--- config.mk ---
export PLATFORM = sky130hd
export DESIGN_NAME = mesmq_top
export DESIGN_NICKNAME = d
export VERILOG_FILES = /design/src/common/mesmq_pkg.sv /design/src/common/mesmq_link_if.sv /design/src/logic/mesmq_cc_stack.sv /design/src/logic/mesmq_mark_qual.sv /design/src/logic/mesmq_top.sv
export SDC_FILE = /design/constraint.sdc
export NUM_CORES = 1
export LEC_CHECK = 0
export BUFFER_PORTS_ARGS = -buffer_cell sky130_fd_sc_hd__buf_2
export CELL_PAD_IN_SITES_DETAIL_PLACEMENT = 1
export CELL_PAD_IN_SITES_GLOBAL_PLACEMENT = 1
export CORE_MARGIN = 10
export CORE_UTILIZATION = 44
export DETAILED_ROUTE_END_ITERATION = 8
export PLACE_DENSITY = 0.9
export SYNTH_ARGS = -nofsm -noshare
export SYNTH_HDL_FRONTEND = slang
export SYNTH_SLANG_ARGS = --single-unit
--- constraint.sdc ---
create_clock -name clk -period 2.99 [get_ports clk]
set_input_delay 0 -clock clk [delete_from_list [all_inputs] [get_ports clk]]
set_output_delay 0 -clock clk [all_outputs]
set_load 0.02 [all_outputs]
--- src/common/mesmq_pkg.sv ---
// mesmq_pkg: offsets, field positions, reset values and limits of the block
package mesmq_pkg;

    // ****
    // register offsets on the microcontroller port
    // ****
    localparam logic [7:0] MESMQ_ADDR_MEDIA_ERR = 8'h23;
    localparam logic [7:0] MESMQ_ADDR_SM_CTRL = 8'h24;

    // ****
    // media error flag positions
    // ****
    localparam int MESMQ_BIT_DSYNC_RECOV = 4;
    localparam int MESMQ_BIT_DSYNC_FATAL = 3;
    localparam int MESMQ_BIT_RESYNC_THR = 2;
    localparam int MESMQ_BIT_FLAG_FIELD = 1;
    localparam int MESMQ_BIT_CC_BLANK = 0;
    localparam int MESMQ_FLAG_W = 5;
    localparam logic [4:0] MESMQ_FLAGS_RST = 5'h00;

    // ****
    // sector mark control fields
    // ****
    localparam int MESMQ_WPOS_HI = 7;
    localparam int MESMQ_WPOS_LO = 6;
    localparam int MESMQ_MTHR_HI = 5;
    localparam int MESMQ_MTHR_LO = 3;
    localparam int MESMQ_STHR_HI = 2;
    localparam int MESMQ_STHR_LO = 0;
    // delayed window, three long marks, three long spaces
    localparam logic [7:0] MESMQ_SM_CTRL_RST = 8'h5b;

    // ****
    // limits
    // ****
    localparam logic [2:0] MESMQ_MARK_MAX = 3'h5;
    localparam logic [2:0] MESMQ_SPACE_MAX = 3'h4;
    localparam logic [1:0] MESMQ_CC_DEPTH = 2'h2;
    localparam logic [4:0] MESMQ_RESYNC_SAT = 5'h1f;

    // ****
    // window position codes
    // ****
    typedef enum logic [1:0] {
        MESMQ_WIN_NOMINAL = 2'b00,
        MESMQ_WIN_DELAYED = 2'b01,
        MESMQ_WIN_ADVANCED = 2'b10,
        MESMQ_WIN_RESERVED = 2'b11
    } mesmq_winpos_type;

endpackage : mesmq_pkg

--- src/common/mesmq_link_if.sv ---
// mesmq_link_if: signals between the top and its two helper modules
`timescale 1ns/1ns
`default_nettype none
interface mesmq_link_if;
    logic sector_start;
    logic [2:0] mark_thr;
    logic [2:0] space_thr;
    logic sm_cand;
    logic long_mark_pin;
    logic long_space_pin;
    logic sm_qualified;
    logic cc_set;
    logic cc_clr;
    logic cc_auto;
    logic cc_flush;
    logic cc_bit;

    modport top (
        output sector_start, mark_thr, space_thr, sm_cand,
        output long_mark_pin, long_space_pin,
        output cc_set, cc_clr, cc_auto, cc_flush,
        input sm_qualified, cc_bit
    );
    modport qual (
        input sector_start, mark_thr, space_thr, sm_cand,
        input long_mark_pin, long_space_pin,
        output sm_qualified
    );
    modport cc (
        input cc_set, cc_clr, cc_auto, cc_flush,
        output cc_bit
    );
endinterface : mesmq_link_if
`default_nettype wire

--- src/logic/mesmq_cc_stack.sv ---
// mesmq_cc_stack: two-deep stack behind the correction complete flag
`timescale 1ns/1ns
`default_nettype none
module mesmq_cc_stack (
    // clock and reset
    input wire logic clk,
    input wire logic reset_n,
    // link to top
    mesmq_link_if.cc lnk
);
    import mesmq_pkg::*;

    logic [1:0] cnt_r, cnt_nxt;
    logic gap_nxt;
    logic bit_r, bit_nxt;
    logic dec;

    // a clear or an auto clear retires one event; a new event lands unless the stack is full
    always_comb begin
        dec = (lnk.cc_clr || lnk.cc_auto) && cnt_r != 2'h0;
        cnt_nxt = cnt_r;
        gap_nxt = 1'b0;
        if (lnk.cc_flush) begin
            cnt_nxt = 2'h0;
        end else if (dec) begin
            cnt_nxt = cnt_r - 2'h1;
            // one low cycle so the stacked event shows as a fresh edge
            gap_nxt = (cnt_r == MESMQ_CC_DEPTH);
        end
        if (lnk.cc_set && cnt_nxt != MESMQ_CC_DEPTH) begin
            cnt_nxt = cnt_nxt + 2'h1;
        end
        bit_nxt = (cnt_nxt != 2'h0) && !gap_nxt;
    end

    // state registers
    always_ff @(posedge clk or negedge reset_n) begin
        if (!reset_n) begin
            cnt_r <= 2'h0;
            bit_r <= 1'b0;
        end else begin
            cnt_r <= cnt_nxt;
            bit_r <= bit_nxt;
        end
    end

    assign lnk.cc_bit = bit_r;

endmodule : mesmq_cc_stack
`default_nettype wire

--- src/logic/mesmq_mark_qual.sv ---
// mesmq_mark_qual: long mark and long space counting for sector mark voting
`timescale 1ns/1ns
`default_nettype none
module mesmq_mark_qual (
    // clock and reset
    input wire logic clk,
    input wire logic reset_n,
    // link to top
    mesmq_link_if.qual lnk
);
    import mesmq_pkg::*;

    logic [2:0] mk_sync_r, mk_sync_nxt;
    logic [2:0] sp_sync_r, sp_sync_nxt;
    logic mk_stable_r, mk_stable_nxt;
    logic sp_stable_r, sp_stable_nxt;
    logic [2:0] mk_cnt_r, mk_cnt_nxt;
    logic [2:0] sp_cnt_r, sp_cnt_nxt;
    logic qual_r, qual_nxt;
    logic [2:0] mthr;
    logic [2:0] sthr;

    // read channel levels: three flops, a change counts once 2nd and 3rd agree
    always_comb begin
        mk_sync_nxt = {mk_sync_r[1:0], lnk.long_mark_pin};
        sp_sync_nxt = {sp_sync_r[1:0], lnk.long_space_pin};
        mk_stable_nxt = mk_stable_r;
        sp_stable_nxt = sp_stable_r;
        if (mk_sync_r[2] == mk_sync_r[1]) begin
            mk_stable_nxt = mk_sync_r[2];
        end
        if (sp_sync_r[2] == sp_sync_r[1]) begin
            sp_stable_nxt = sp_sync_r[2];
        end
    end

    // thresholds above their range are held at the top of the range
    always_comb begin
        mthr = (lnk.mark_thr > MESMQ_MARK_MAX) ? MESMQ_MARK_MAX
            : lnk.mark_thr;
        sthr = (lnk.space_thr > MESMQ_SPACE_MAX) ? MESMQ_SPACE_MAX
            : lnk.space_thr;
    end

    // count rising edges of clean long marks and spaces, saturating
    always_comb begin
        mk_cnt_nxt = mk_cnt_r;
        sp_cnt_nxt = sp_cnt_r;
        qual_nxt = 1'b0;
        if (mk_stable_nxt && !mk_stable_r && mk_cnt_r != 3'h7) begin
            mk_cnt_nxt = mk_cnt_r + 3'h1;
        end
        if (sp_stable_nxt && !sp_stable_r && sp_cnt_r != 3'h7) begin
            sp_cnt_nxt = sp_cnt_r + 3'h1;
        end
        if (lnk.sm_cand) begin
            qual_nxt = (mk_cnt_r >= mthr) && (sp_cnt_r >= sthr);
            mk_cnt_nxt = 3'h0;
            sp_cnt_nxt = 3'h0;
        end
        if (lnk.sector_start) begin
            mk_cnt_nxt = 3'h0;
            sp_cnt_nxt = 3'h0;
        end
    end

    // state registers
    always_ff @(posedge clk or negedge reset_n) begin
        if (!reset_n) begin
            mk_sync_r <= 3'h0;
            sp_sync_r <= 3'h0;
            mk_stable_r <= 1'b0;
            sp_stable_r <= 1'b0;
            mk_cnt_r <= 3'h0;
            sp_cnt_r <= 3'h0;
            qual_r <= 1'b0;
        end else begin
            mk_sync_r <= mk_sync_nxt;
            sp_sync_r <= sp_sync_nxt;
            mk_stable_r <= mk_stable_nxt;
            sp_stable_r <= sp_stable_nxt;
            mk_cnt_r <= mk_cnt_nxt;
            sp_cnt_r <= sp_cnt_nxt;
            qual_r <= qual_nxt;
        end
    end

    assign lnk.sm_qualified = qual_r;

endmodule : mesmq_mark_qual
`default_nettype wire

--- src/logic/mesmq_top.sv ---
// mesmq_top: media error flags and sector mark window and voting control
//
// Behaviour
// - bit 4: target found, sync mark missed, first resync syncs
// - bit 3: target found, no sync from mark or early resyncs
// - bit 2: missing or unsynced resyncs exceed threshold
// - bit 1: written flag field detected
// - bit 1 meaningless for 512-byte sectors on 90 mm media
// - bit 1 feeds pending only when its enable is set
// - writing one to bit 1 clears it
// - read: bit 0 sets per corrected sector; interrupt if enabled
// - two completions stack; second reasserts after clearing
// - interrupt off: bit 0 clears after next sector's redundancy
// - verify: bit 0 flags wrong blank or non-blank sector
// - verify: writing one to bit 0 clears it
// - window position: nominal, delayed, advanced, reserved
// - after sector mark or good ID, position ignored until next sector
// - long mark threshold 0 to 5 qualifies sector mark
// - long space threshold 0 to 4 qualifies sector mark
// - one clears a flag; one to pending bit clears all
`timescale 1ns/1ns
`default_nettype none
module mesmq_top (
    // clock and reset
    input wire logic clk,
    input wire logic reset_n,
    // microcontroller register port
    input wire logic [7:0] reg_addr,
    input wire logic reg_wr,
    input wire logic reg_rd,
    input wire logic [7:0] reg_wdata,
    output logic [7:0] reg_rdata,
    input wire logic pend_clr_all,
    // operation configuration held elsewhere
    input wire logic op_after_flag_en,
    input wire logic cc_int_en,
    input wire logic fmt_512_90mm,
    input wire logic verify_op,
    input wire logic blank_verify,
    input wire logic [3:0] resync_thr,
    // sequencer and decoder events
    input wire logic sector_start,
    input wire logic target_found,
    input wire logic dsm_missed,
    input wire logic sync_first_resync,
    input wire logic sync_failed,
    input wire logic resync_missing,
    input wire logic resync_unsynced,
    input wire logic flag_written,
    input wire logic ecc_done,
    input wire logic redund_done,
    input wire logic verify_done,
    input wire logic sector_blank,
    input wire logic sm_detected,
    input wire logic id_good,
    input wire logic sm_cand,
    // read channel pins
    input wire logic long_mark_pin,
    input wire logic long_space_pin,
    // status and window outputs
    output logic media_pending,
    output logic cc_irq,
    output mesmq_pkg::mesmq_winpos_type win_pos,
    output logic win_referenced,
    output logic sm_qualified
);
    import mesmq_pkg::*;

    mesmq_link_if lnk ();

    logic [4:1] flags_r, flags_nxt;
    logic [7:0] smctl_r, smctl_nxt;
    logic [4:0] rs_cnt_r, rs_cnt_nxt;
    logic [7:0] rdata_r, rdata_nxt;
    logic pend_r, pend_nxt;
    logic irq_r, irq_nxt;
    mesmq_winpos_type wpos_r, wpos_nxt;
    logic wref_r, wref_nxt;
    logic sq_r, sq_nxt;
    logic wr_media;
    logic [4:0] clr_mask;
    logic [4:0] set_mask;
    logic [4:0] flags_all;
    logic [1:0] rs_inc;
    logic [4:0] rs_sum;

    // ****
    // helper modules
    // ****

    mesmq_mark_qual u_qual (
        .clk(clk),
        .reset_n(reset_n),
        .lnk(lnk)
    );

    mesmq_cc_stack u_cc (
        .clk(clk),
        .reset_n(reset_n),
        .lnk(lnk)
    );

    // ****
    // flag set and clear terms
    // ****

    // write one clears a flag, the pending bit write clears every flag
    always_comb begin
        wr_media = reg_wr && (reg_addr == MESMQ_ADDR_MEDIA_ERR);
        clr_mask = 5'h00;
        if (wr_media) begin
            clr_mask = reg_wdata[4:0];
        end
        if (pend_clr_all) begin
            clr_mask = 5'h1f;
        end
    end

    // resync errors of this sector; two events in a cycle both count
    always_comb begin
        rs_inc = {1'b0, resync_missing} + {1'b0, resync_unsynced};
        rs_sum = rs_cnt_r + {3'h0, rs_inc};
        if (rs_sum < rs_cnt_r) begin
            rs_sum = MESMQ_RESYNC_SAT;
        end
        rs_cnt_nxt = sector_start ? 5'h00 : rs_sum;
    end

    // events that raise each flag
    always_comb begin
        set_mask = 5'h00;
        set_mask[MESMQ_BIT_DSYNC_RECOV] = target_found && dsm_missed
            && sync_first_resync;
        set_mask[MESMQ_BIT_DSYNC_FATAL] = target_found
            && sync_failed;
        set_mask[MESMQ_BIT_RESYNC_THR] = rs_cnt_r > {1'b0, resync_thr};
        // the flag field is not defined on this format, so it never sets
        set_mask[MESMQ_BIT_FLAG_FIELD] = flag_written
            && !fmt_512_90mm;
        set_mask[MESMQ_BIT_CC_BLANK] = verify_op
            ? (verify_done && (blank_verify ^ sector_blank))
            : ecc_done;
    end

    // set wins over clear, so an event in the clearing cycle is kept
    always_comb begin
        flags_nxt = (flags_r & ~clr_mask[4:1]) | set_mask[4:1];
    end

    // ****
    // correction complete / blank error stack
    // ****

    // the stack drops one entry per clear; auto clear only when irq is off
    always_comb begin
        lnk.cc_set = set_mask[MESMQ_BIT_CC_BLANK];
        lnk.cc_clr = wr_media && reg_wdata[MESMQ_BIT_CC_BLANK];
        lnk.cc_flush = pend_clr_all;
        lnk.cc_auto = redund_done && !cc_int_en && !verify_op;
    end

    assign flags_all = {flags_r, lnk.cc_bit};

    // ****
    // pending summary and interrupt
    // ****

    // the flag field bit only counts toward pending when allowed
    always_comb begin
        pend_nxt = flags_nxt[MESMQ_BIT_DSYNC_RECOV]
                 || flags_nxt[MESMQ_BIT_DSYNC_FATAL]
                 || flags_nxt[MESMQ_BIT_RESYNC_THR]
                 || (flags_nxt[MESMQ_BIT_FLAG_FIELD]
                     && op_after_flag_en)
                 || lnk.cc_bit;
        irq_nxt = lnk.cc_bit && cc_int_en && !verify_op;
    end

    // ****
    // sector mark control register
    // ****

    // plain read/write byte; its fields steer the window and voting
    always_comb begin
        smctl_nxt = smctl_r;
        if (reg_wr && reg_addr == MESMQ_ADDR_SM_CTRL) begin
            smctl_nxt = reg_wdata;
        end
        lnk.mark_thr = smctl_r[MESMQ_MTHR_HI:MESMQ_MTHR_LO];
        lnk.space_thr = smctl_r[MESMQ_STHR_HI:MESMQ_STHR_LO];
        lnk.sector_start = sector_start;
        lnk.sm_cand = sm_cand;
        lnk.long_mark_pin = long_mark_pin;
        lnk.long_space_pin = long_space_pin;
    end

    // ****
    // window position tracking
    // ****

    // position is sampled at sector start and frozen once referenced;
    // the reserved code falls back to nominal rather than guessing
    always_comb begin
        wpos_nxt = wpos_r;
        wref_nxt = wref_r;
        if (sector_start) begin
            wref_nxt = 1'b0;
            wpos_nxt = mesmq_winpos_type'(smctl_r[MESMQ_WPOS_HI:MESMQ_WPOS_LO]);
            if (wpos_nxt == MESMQ_WIN_RESERVED) begin
                wpos_nxt = MESMQ_WIN_NOMINAL;
            end
        end
        if (sm_detected || id_good) begin
            wref_nxt = 1'b1;
        end
        sq_nxt = lnk.sm_qualified;
    end

    // ****
    // register read data
    // ****

    // unmapped addresses and unused high bits read as zero
    always_comb begin
        rdata_nxt = rdata_r;
        if (reg_rd) begin
            case (reg_addr)
                MESMQ_ADDR_MEDIA_ERR: rdata_nxt = {3'h0, flags_all};
                MESMQ_ADDR_SM_CTRL: rdata_nxt = smctl_r;
                default: rdata_nxt = 8'h00;
            endcase
        end
    end

    // ****
    // state registers
    // ****

    always_ff @(posedge clk or negedge reset_n) begin
        if (!reset_n) begin
            flags_r <= MESMQ_FLAGS_RST[4:1];
            smctl_r <= MESMQ_SM_CTRL_RST;
            rs_cnt_r <= 5'h00;
            rdata_r <= 8'h00;
            pend_r <= 1'b0;
            irq_r <= 1'b0;
            wpos_r <= MESMQ_WIN_NOMINAL;
            wref_r <= 1'b0;
            sq_r <= 1'b0;
        end else begin
            flags_r <= flags_nxt;
            smctl_r <= smctl_nxt;
            rs_cnt_r <= rs_cnt_nxt;
            rdata_r <= rdata_nxt;
            pend_r <= pend_nxt;
            irq_r <= irq_nxt;
            wpos_r <= wpos_nxt;
            wref_r <= wref_nxt;
            sq_r <= sq_nxt;
        end
    end

    // every output leaves from a flop
    assign reg_rdata = rdata_r;
    assign media_pending = pend_r;
    assign cc_irq = irq_r;
    assign win_pos = wpos_r;
    assign win_referenced = wref_r;
    assign sm_qualified = sq_r;

endmodule : mesmq_top
`default_nettype wire

== Word level (Yosys, flattened, before mapping) ==
Index checks and enable logic that the tools add are counted.

* Logic and storage cells: 106
* Output and inout port bits: 14
* Bits in registers: 49
* Bits of input ports: 47

* Equal/unequal tests: 9
* Mux-type cells: 25
* Reduce and logical (&&, ||, !) cells: 38
* Magnitude comparators: 6
* Add/subtract/negate cells: 6
* Bitwise operators: 4

{| class="wikitable"
|+ Operators with widths
! kind !! number
|-
| 3-bit 2-to-1 mux || 8
|-
| 1-bit logical AND || 21
|-
| 5-bit 2-to-1 mux || 4
|-
| 8-bit by 6-bit equality test with 1-bit output, second input constant || 2
|-
| 8-bit one-hot mux with 2 select lines || 1
|-
| 1-bit 2-to-1 mux || 8
|-
| 2-bit 2-to-1 mux || 4
|-
| 3-bit by 1-bit adder with 3-bit output, second input constant || 2
|-
| 3-bit greater-or-equal comparator || 2
|-
| 3-bit greater-than comparator, second input constant || 2
|-
| 1-bit logical NOT || 6
|-
| 1-bit logical OR || 6
|-
| 3-bit != test, second input constant || 2
|-
| 2-bit nonzero test || 3
|-
| 3-bit nonzero test || 2
|-
| 5-bit by 2-bit adder with 5-bit output || 1
|-
| 5-bit by 4-bit greater-than comparator with 1-bit output || 1
|-
| 5-bit less-than comparator || 1
|-
| 4-bit bitwise AND || 1
|-
| 2-bit equality test, second input constant || 2
|-
| 4-bit inverter || 1
|-
| 4-bit bitwise OR || 1
|-
| 1-bit by 1-bit adder with 2-bit output || 1
|-
| 2-bit by 1-bit adder with 2-bit output, second input constant || 1
|-
| other kinds (4) || 5
|}

== Depth between registers and ports, before layout ==
* Depth after elaboration: 12
* Mapped depth: 11
* Gate-level depth less buffers: 11

== By module ==
Synthesis repeated with hierarchy kept, for this count alone.

* Cell total of the unflattened synthesis: 230
* Area total of the unflattened synthesis: 2581.2 µm²

{| class="wikitable"
|+ By module, submodules not included
! module !! cells each !! times used !! seq. area each (µm²) !! area each (µm²)
|-
| mesmq_top || 149 || 1 || 782.0 || 1599.0
|-
| mesmq_mark_qual || 58 || 1 || 375.4 || 724.4
|-
| mesmq_cc_stack || 23 || 1 || 75.1 || 257.7
|}

== Worst setup path after synthesis ==
Ideal clock, no wire load.

* Kind: input to register
* Start point: in reg_addr[4]
* End point: reg u_cc.bit_r (netlist: u_cc.lnk.cc_bit)
* Path slack: 818 ps
* Path buffers: 0
* Cell stages on the path: 9
* Data required time: 2871 ps
* Arrival time: 2053 ps
* Library setup time: 119 ps
* Cell sequence: or4b_4 > o31ai_1 > and2_1 > mux2_2 > nor2_1 > ha_1 > a21oi_1 > xor2_1 > o21a_1

* Word-level cells in the longest chain between the ends: 12
* Elaborated cells on any way between the ends: 16
* Classes of those cells: add/sub (1); eq/ne (2); mux (5); reduce/logical (8)

{| class="wikitable"
|+ RTL lines
! element !! line !! RTL
|-
| start: declaration || mesmq_top.sv:28 || <nowiki>input wire logic [7:0] reg_addr,</nowiki>
|-
| 8-bit by 6-bit equality test with 1-bit output (*) || mesmq_top.sv:109 || <nowiki>wr_media = reg_wr && (reg_addr == MESMQ_ADDR_MEDIA_ERR);</nowiki>
|-
| 1-bit logical AND (*) || mesmq_top.sv:109 ||
|-
| 1-bit logical AND (*) || mesmq_top.sv:157 || <nowiki>lnk.cc_clr = wr_media && reg_wdata[MESMQ_BIT_CC_BLANK];</nowiki>
|-
| 1-bit logical OR (*) || mesmq_cc_stack.sv:20 || <nowiki>dec = (lnk.cc_clr || lnk.cc_auto) && cnt_r != 2'h0;</nowiki>
|-
| 1-bit logical AND (*) || mesmq_cc_stack.sv:20 ||
|-
| 2-bit 2-to-1 mux (*) || mesmq_cc_stack.sv:25 || <nowiki>end else if (dec) begin</nowiki>
|-
| 2-bit 2-to-1 mux (*) || mesmq_cc_stack.sv:23 || <nowiki>if (lnk.cc_flush) begin</nowiki>
|-
| parallel branches: the longest is 2 deep, another holds 2-bit by 1-bit adder with 2-bit output || -- ||
|-
| 2-bit 2-to-1 mux (*) || mesmq_cc_stack.sv:30 || <nowiki>if (lnk.cc_set && cnt_nxt != MESMQ_CC_DEPTH) begin</nowiki>
|-
| net u_cc.cnt_nxt[0] || mesmq_cc_stack.sv:13 || <nowiki>logic [1:0] cnt_r, cnt_nxt;</nowiki>
|-
| 2-bit nonzero test (*) || mesmq_cc_stack.sv:33 || <nowiki>bit_nxt = (cnt_nxt != 2'h0) && !gap_nxt;</nowiki>
|-
| 1-bit logical AND (*) || mesmq_cc_stack.sv:33 ||
|-
| net u_cc.bit_nxt || mesmq_cc_stack.sv:15 || <nowiki>logic bit_r, bit_nxt;</nowiki>
|-
| end signal: assignment || mesmq_cc_stack.sv:43 || <nowiki>bit_r <= bit_nxt;</nowiki>
|-
| end: declaration || mesmq_cc_stack.sv:15 ||
|}

Mark *: on every way through the listed nets, which the timed path passes.
A chain may end at the register's enable or synchronous reset.

== Worst setup path in the final report ==
* Start point: in verify_op
* End point: reg u_cc.bit_r (netlist: u_cc.lnk.cc_bit)

* Word-level cells in the longest chain between the ends: 11
* Elaborated cells on any way between the ends: 16
* Classes of those cells: add/sub (1); eq/ne (1); mux (6); reduce/logical (8)

{| class="wikitable"
|+ RTL lines
! element !! line !! RTL
|-
| start: declaration || mesmq_top.sv:38 || <nowiki>input wire logic verify_op,</nowiki>
|-
| parallel branches: the longest is 8 deep, another holds 2-bit by 1-bit adder with 2-bit output || -- ||
|-
| 2-bit 2-to-1 mux (*) || mesmq_cc_stack.sv:30 ||
|-
| net u_cc.cnt_nxt[0] || mesmq_cc_stack.sv:13 ||
|-
| 2-bit nonzero test (*) || mesmq_cc_stack.sv:33 ||
|-
| 1-bit logical AND (*) || mesmq_cc_stack.sv:33 ||
|-
| net u_cc.bit_nxt || mesmq_cc_stack.sv:15 ||
|}

Marks and branches as above.

==> summary.txt <==
Logic synthesis
  – Cell with the most instances after synthesis: dfrtp_1
  – Top cells by count, synth: dfrtp_1, inv_1, ha_1
  – Predominant post-synthesis flop cell: dfrtp_1
  – Synth top area cells: dfrtp_1, ha_1, dfstp_2
  – Synth Net Count: 294
  – Area leader, netlist: dfrtp_1
  – Seq cells post-synth: 49
  – Post-synth EDFFs: 0
  – Register area share after synthesis: 0.5008
  – Mean Syn Cell Area: 10.89 sq um
  – Syn. warnings: 0
  – Distinct cells, synth: 44
  – Synth Cell Area: 2461 sq um
  – Yosys top cell area share: 0.4474
  – Asr flop ratio synth: 1.000
  – Synth Instances: 226

Floorplan
  – Rows: 27
  – Die footprint: 8985 sq um
  – Starting density of the core: 0.4497
  – Core Region: 5473 sq um
  – Die span in x: 94.79 um
  – Die Height: 94.79 um
  – IO Pins: 61

Final layout
  – Area Growth Syn to Fin: 27.15%
  – Share of cells above drive strength 1: 0.2913
  – Cell area after layout: 3129 sq um
  – Layout Cells excl Fill: 381
  – Diode count: 0
  – Nets: 376

CTS
  – H-Tree Depth: 2
  – CTS tree: yes
  – Root buf cell: clkbuf_8
  – Post-CTS setup buffer count: 0
  – Num CTS Buffers: 5
  – Max Root-Sink Buffers: 2
  – # resized after CTS: 0
  – Clock latency on the worst-skew pair: 310 ps
  – Clock Pin Slew Worst Setup and Hold Paths: 80 ps
  – Clock sink count: 49

Worst setup path
  – Worst-path cell chain: dlygate4sd3_1 -> buf_2 -> or3b_2 -> o31ai_1 -> and2_1 -> mux2_2 -> nor2_1 -> ha_1 -> a21oi_1 -> xor2_1 -> o21a_1
  – Worst EP arrival: 2580 ps
  – Setup crit end kind: flip-flop
  – Crit Path Class: input port to flip-flop
  – Reg2Reg Depth: 8
  – CP Launch Type: input port
  – Required @ worst endpoint: 3190 ps
  – R2r setup slk: 680 ps
  – WP buf/inv: 2
  – Slowest cell on crit path: dlygate4sd3_1
  – Worst path max stage delay: 530 ps
  – Reg2reg end: rs_cnt_r[3]
  – Origin of the critical flop-to-flop path: rs_cnt_r[0]
  – Worst-path fanout max: 4
  – CP delay by family, top: simple AND/OR/NAND/NOR gates

Min path
  – Hold Path Class: input port to flip-flop
  – Hold Path Origin: fmt_512_90mm
  – Worst Hold Path EP: flags_r[1]
  – Hold Crit Depth: 3

Routing
  – Antenna-violating nets left: 0
  – Vias: 2001
  – DRT Pass-1 Iters: 4
  – Total wire length: 6949 um
  – Vias per cell: 5.252
  – DRT iter0 DRCs: 77
  – Drt drc: 0
  – WL/cell: 18.24 um

STA
  – Max Fclk: 419.5 MHz
  – Final Hold Fails: 0
  – Slew @ Worst Pin: 1068 ps
  – Fin. max-slew vios: 0
  – Setup slack after layout: 606.3 ps
  – Final setup viols: 0
  – RSZ-0062 raised after global routing: no
  – Fin crit period: 2384 ps
  – Period utilization: 0.7972
  – Worst relative slew slack: 0.2879
  – Final setup TNS: 0 ps
  – Worst Clk Skew: 8.930 ps

Placement
  – Dpl hpwl: 5088 um
  – Buffers added on ports: 60
  – Post-Place Cells: 353
  – Pre-CTS setup slack: 472.2 ps
  – Global placement routability congestion: 0.7837
  – Cell Area, Placed: 2833 sq um

Global routing
  – First-pass GRT wire length: 11510 um
  – Total GRT Usage: 0.1642
  – GR peak layer: met2
  – Grt met1 use: 0.1778
  – GRT met3 Usage: 0.04837
  – Vias in the first global route: 2339
  – GR Util met2: 0.3009
  – GRT overflow: 0
  – Antenna violations before repair: 0
  – Largest net degree at the start of global routing: 50

Job
  – Max-cap violations: 0

Run status
  – Outcome: finished, final reports clean

Pwr
  – Pleak: 0.001537 uW
  – Maximum VDD drop: 0.2711 mV
  – PwrDens: 553.9 nW/um^2
  – Power after layout: 1733 uW
## sequential cells by signal, summed over array words and instances, names as in the netlist
register,cells
u_qual.mk_stable_r,1
u_qual.lnk.sm_qualified,1
win_pos,2
u_qual.sp_sync_r,3
cc_irq,1
media_pending,1
rs_cnt_r,5
u_qual.mk_sync_r,3
reg_rdata,8
u_qual.sp_cnt_r,3
u_qual.mk_cnt_r,3
sm_qualified,1
flags_r,4
u_cc.cnt_r,2
smctl_r,8
win_referenced,1
u_cc.lnk.cc_bit,1
u_qual.sp_stable_r,1
## per-stage QoR
step	utilization	hold WS, ps
floorplan	-	-295.6
global placement	0.5176	108.0
detailed placement	0.5176	111.1
CTS	0.5718	4.544
global route	0.5718	15.05
finish	0.5718	4.385
## worst reg2reg max path, stage by stage, from the launching register on
cell and delay, ps:
dfrtp_1 420, fa_1 420, ha_1 320, xnor2_1 130, a21oi_1 130, o31a_1 160
nand2b_1 60, a31oi_1 390, a21oi_1 150
## per-layer routing
metal	wire, um	share of wire
met1	2736	0.39
met2	3665	0.53
met3	445	0.064
met4	102	0.015
met5	0	0
## layout by cell type, fill, tap and decap left out, drive strengths merged, types with 4 or more instances in the layout
master / count
ha: 20
nand2b: 6
dfstp: 5
mux2: 9
buf: 60
nand3: 11
a21oi: 18
a22oi: 5
inv: 23
o21ai: 8
xnor2: 4
nor2: 18
mux2i: 4
dfrtp: 44
clkbuf: 6
dlygate4sd3: 20
nand2: 9
## worst max path at each step
stage | start | to | slack (ps) | cells after the start
global route | verify_op | u_cc.lnk.cc_bit | 440 | 11
detailed placement | reg_addr[4] | u_cc.lnk.cc_bit | 470 | 10
global placement | reg_addr[4] | u_cc.lnk.cc_bit | 630 | 10
finish | verify_op | u_cc.lnk.cc_bit | 610 | 11
floorplan | reg_addr[4] | u_cc.lnk.cc_bit | 820 | 9
CTS | verify_op | u_cc.lnk.cc_bit | 590 | 11
## cells by family (layout without fill, tap and decap cells)
group                    after synthesis  in the layout  share of synthesized area
multiplexers                          13             13                    0.05745
flip-flops                            49             49                     0.5008
AND/OR/NAND/NOR                       61             61                     0.1434
buffers and inverters                 28            111                    0.04270
XOR/XNOR                               7              7                    0.02491
AO/OA/AOI/OAI                         45             45                     0.1129
adder cells (fa/ha/maj)               23             23                     0.1179
## what timing repair did
action / CTS / global route
hold buffers: 20 / 0
setup endpoints to repair: 0 / 0
hold endpoints to repair: 60 / 0
## cell type report
class                      count  area, sq um
fill                         622         2344
sequential                    49         1232
multi-input combinational    149         1124
timing repair buffer          80        500.5
tap                           72        90.09
inverter                      23        86.33
clock buffer                   6        82.58
clock inverter                 2        13.76
## power breakdown
| part | internal, uW | leakage (uW) | switching, uW |
|---|---|---|---|
| Clock | 188 | 0.0000512 | 231 |
| Combinational | 228 | 0.000880 | 262 |
| Sequential | 747 | 0.000605 | 77.9 |
(Power assumes the default switching activity.)
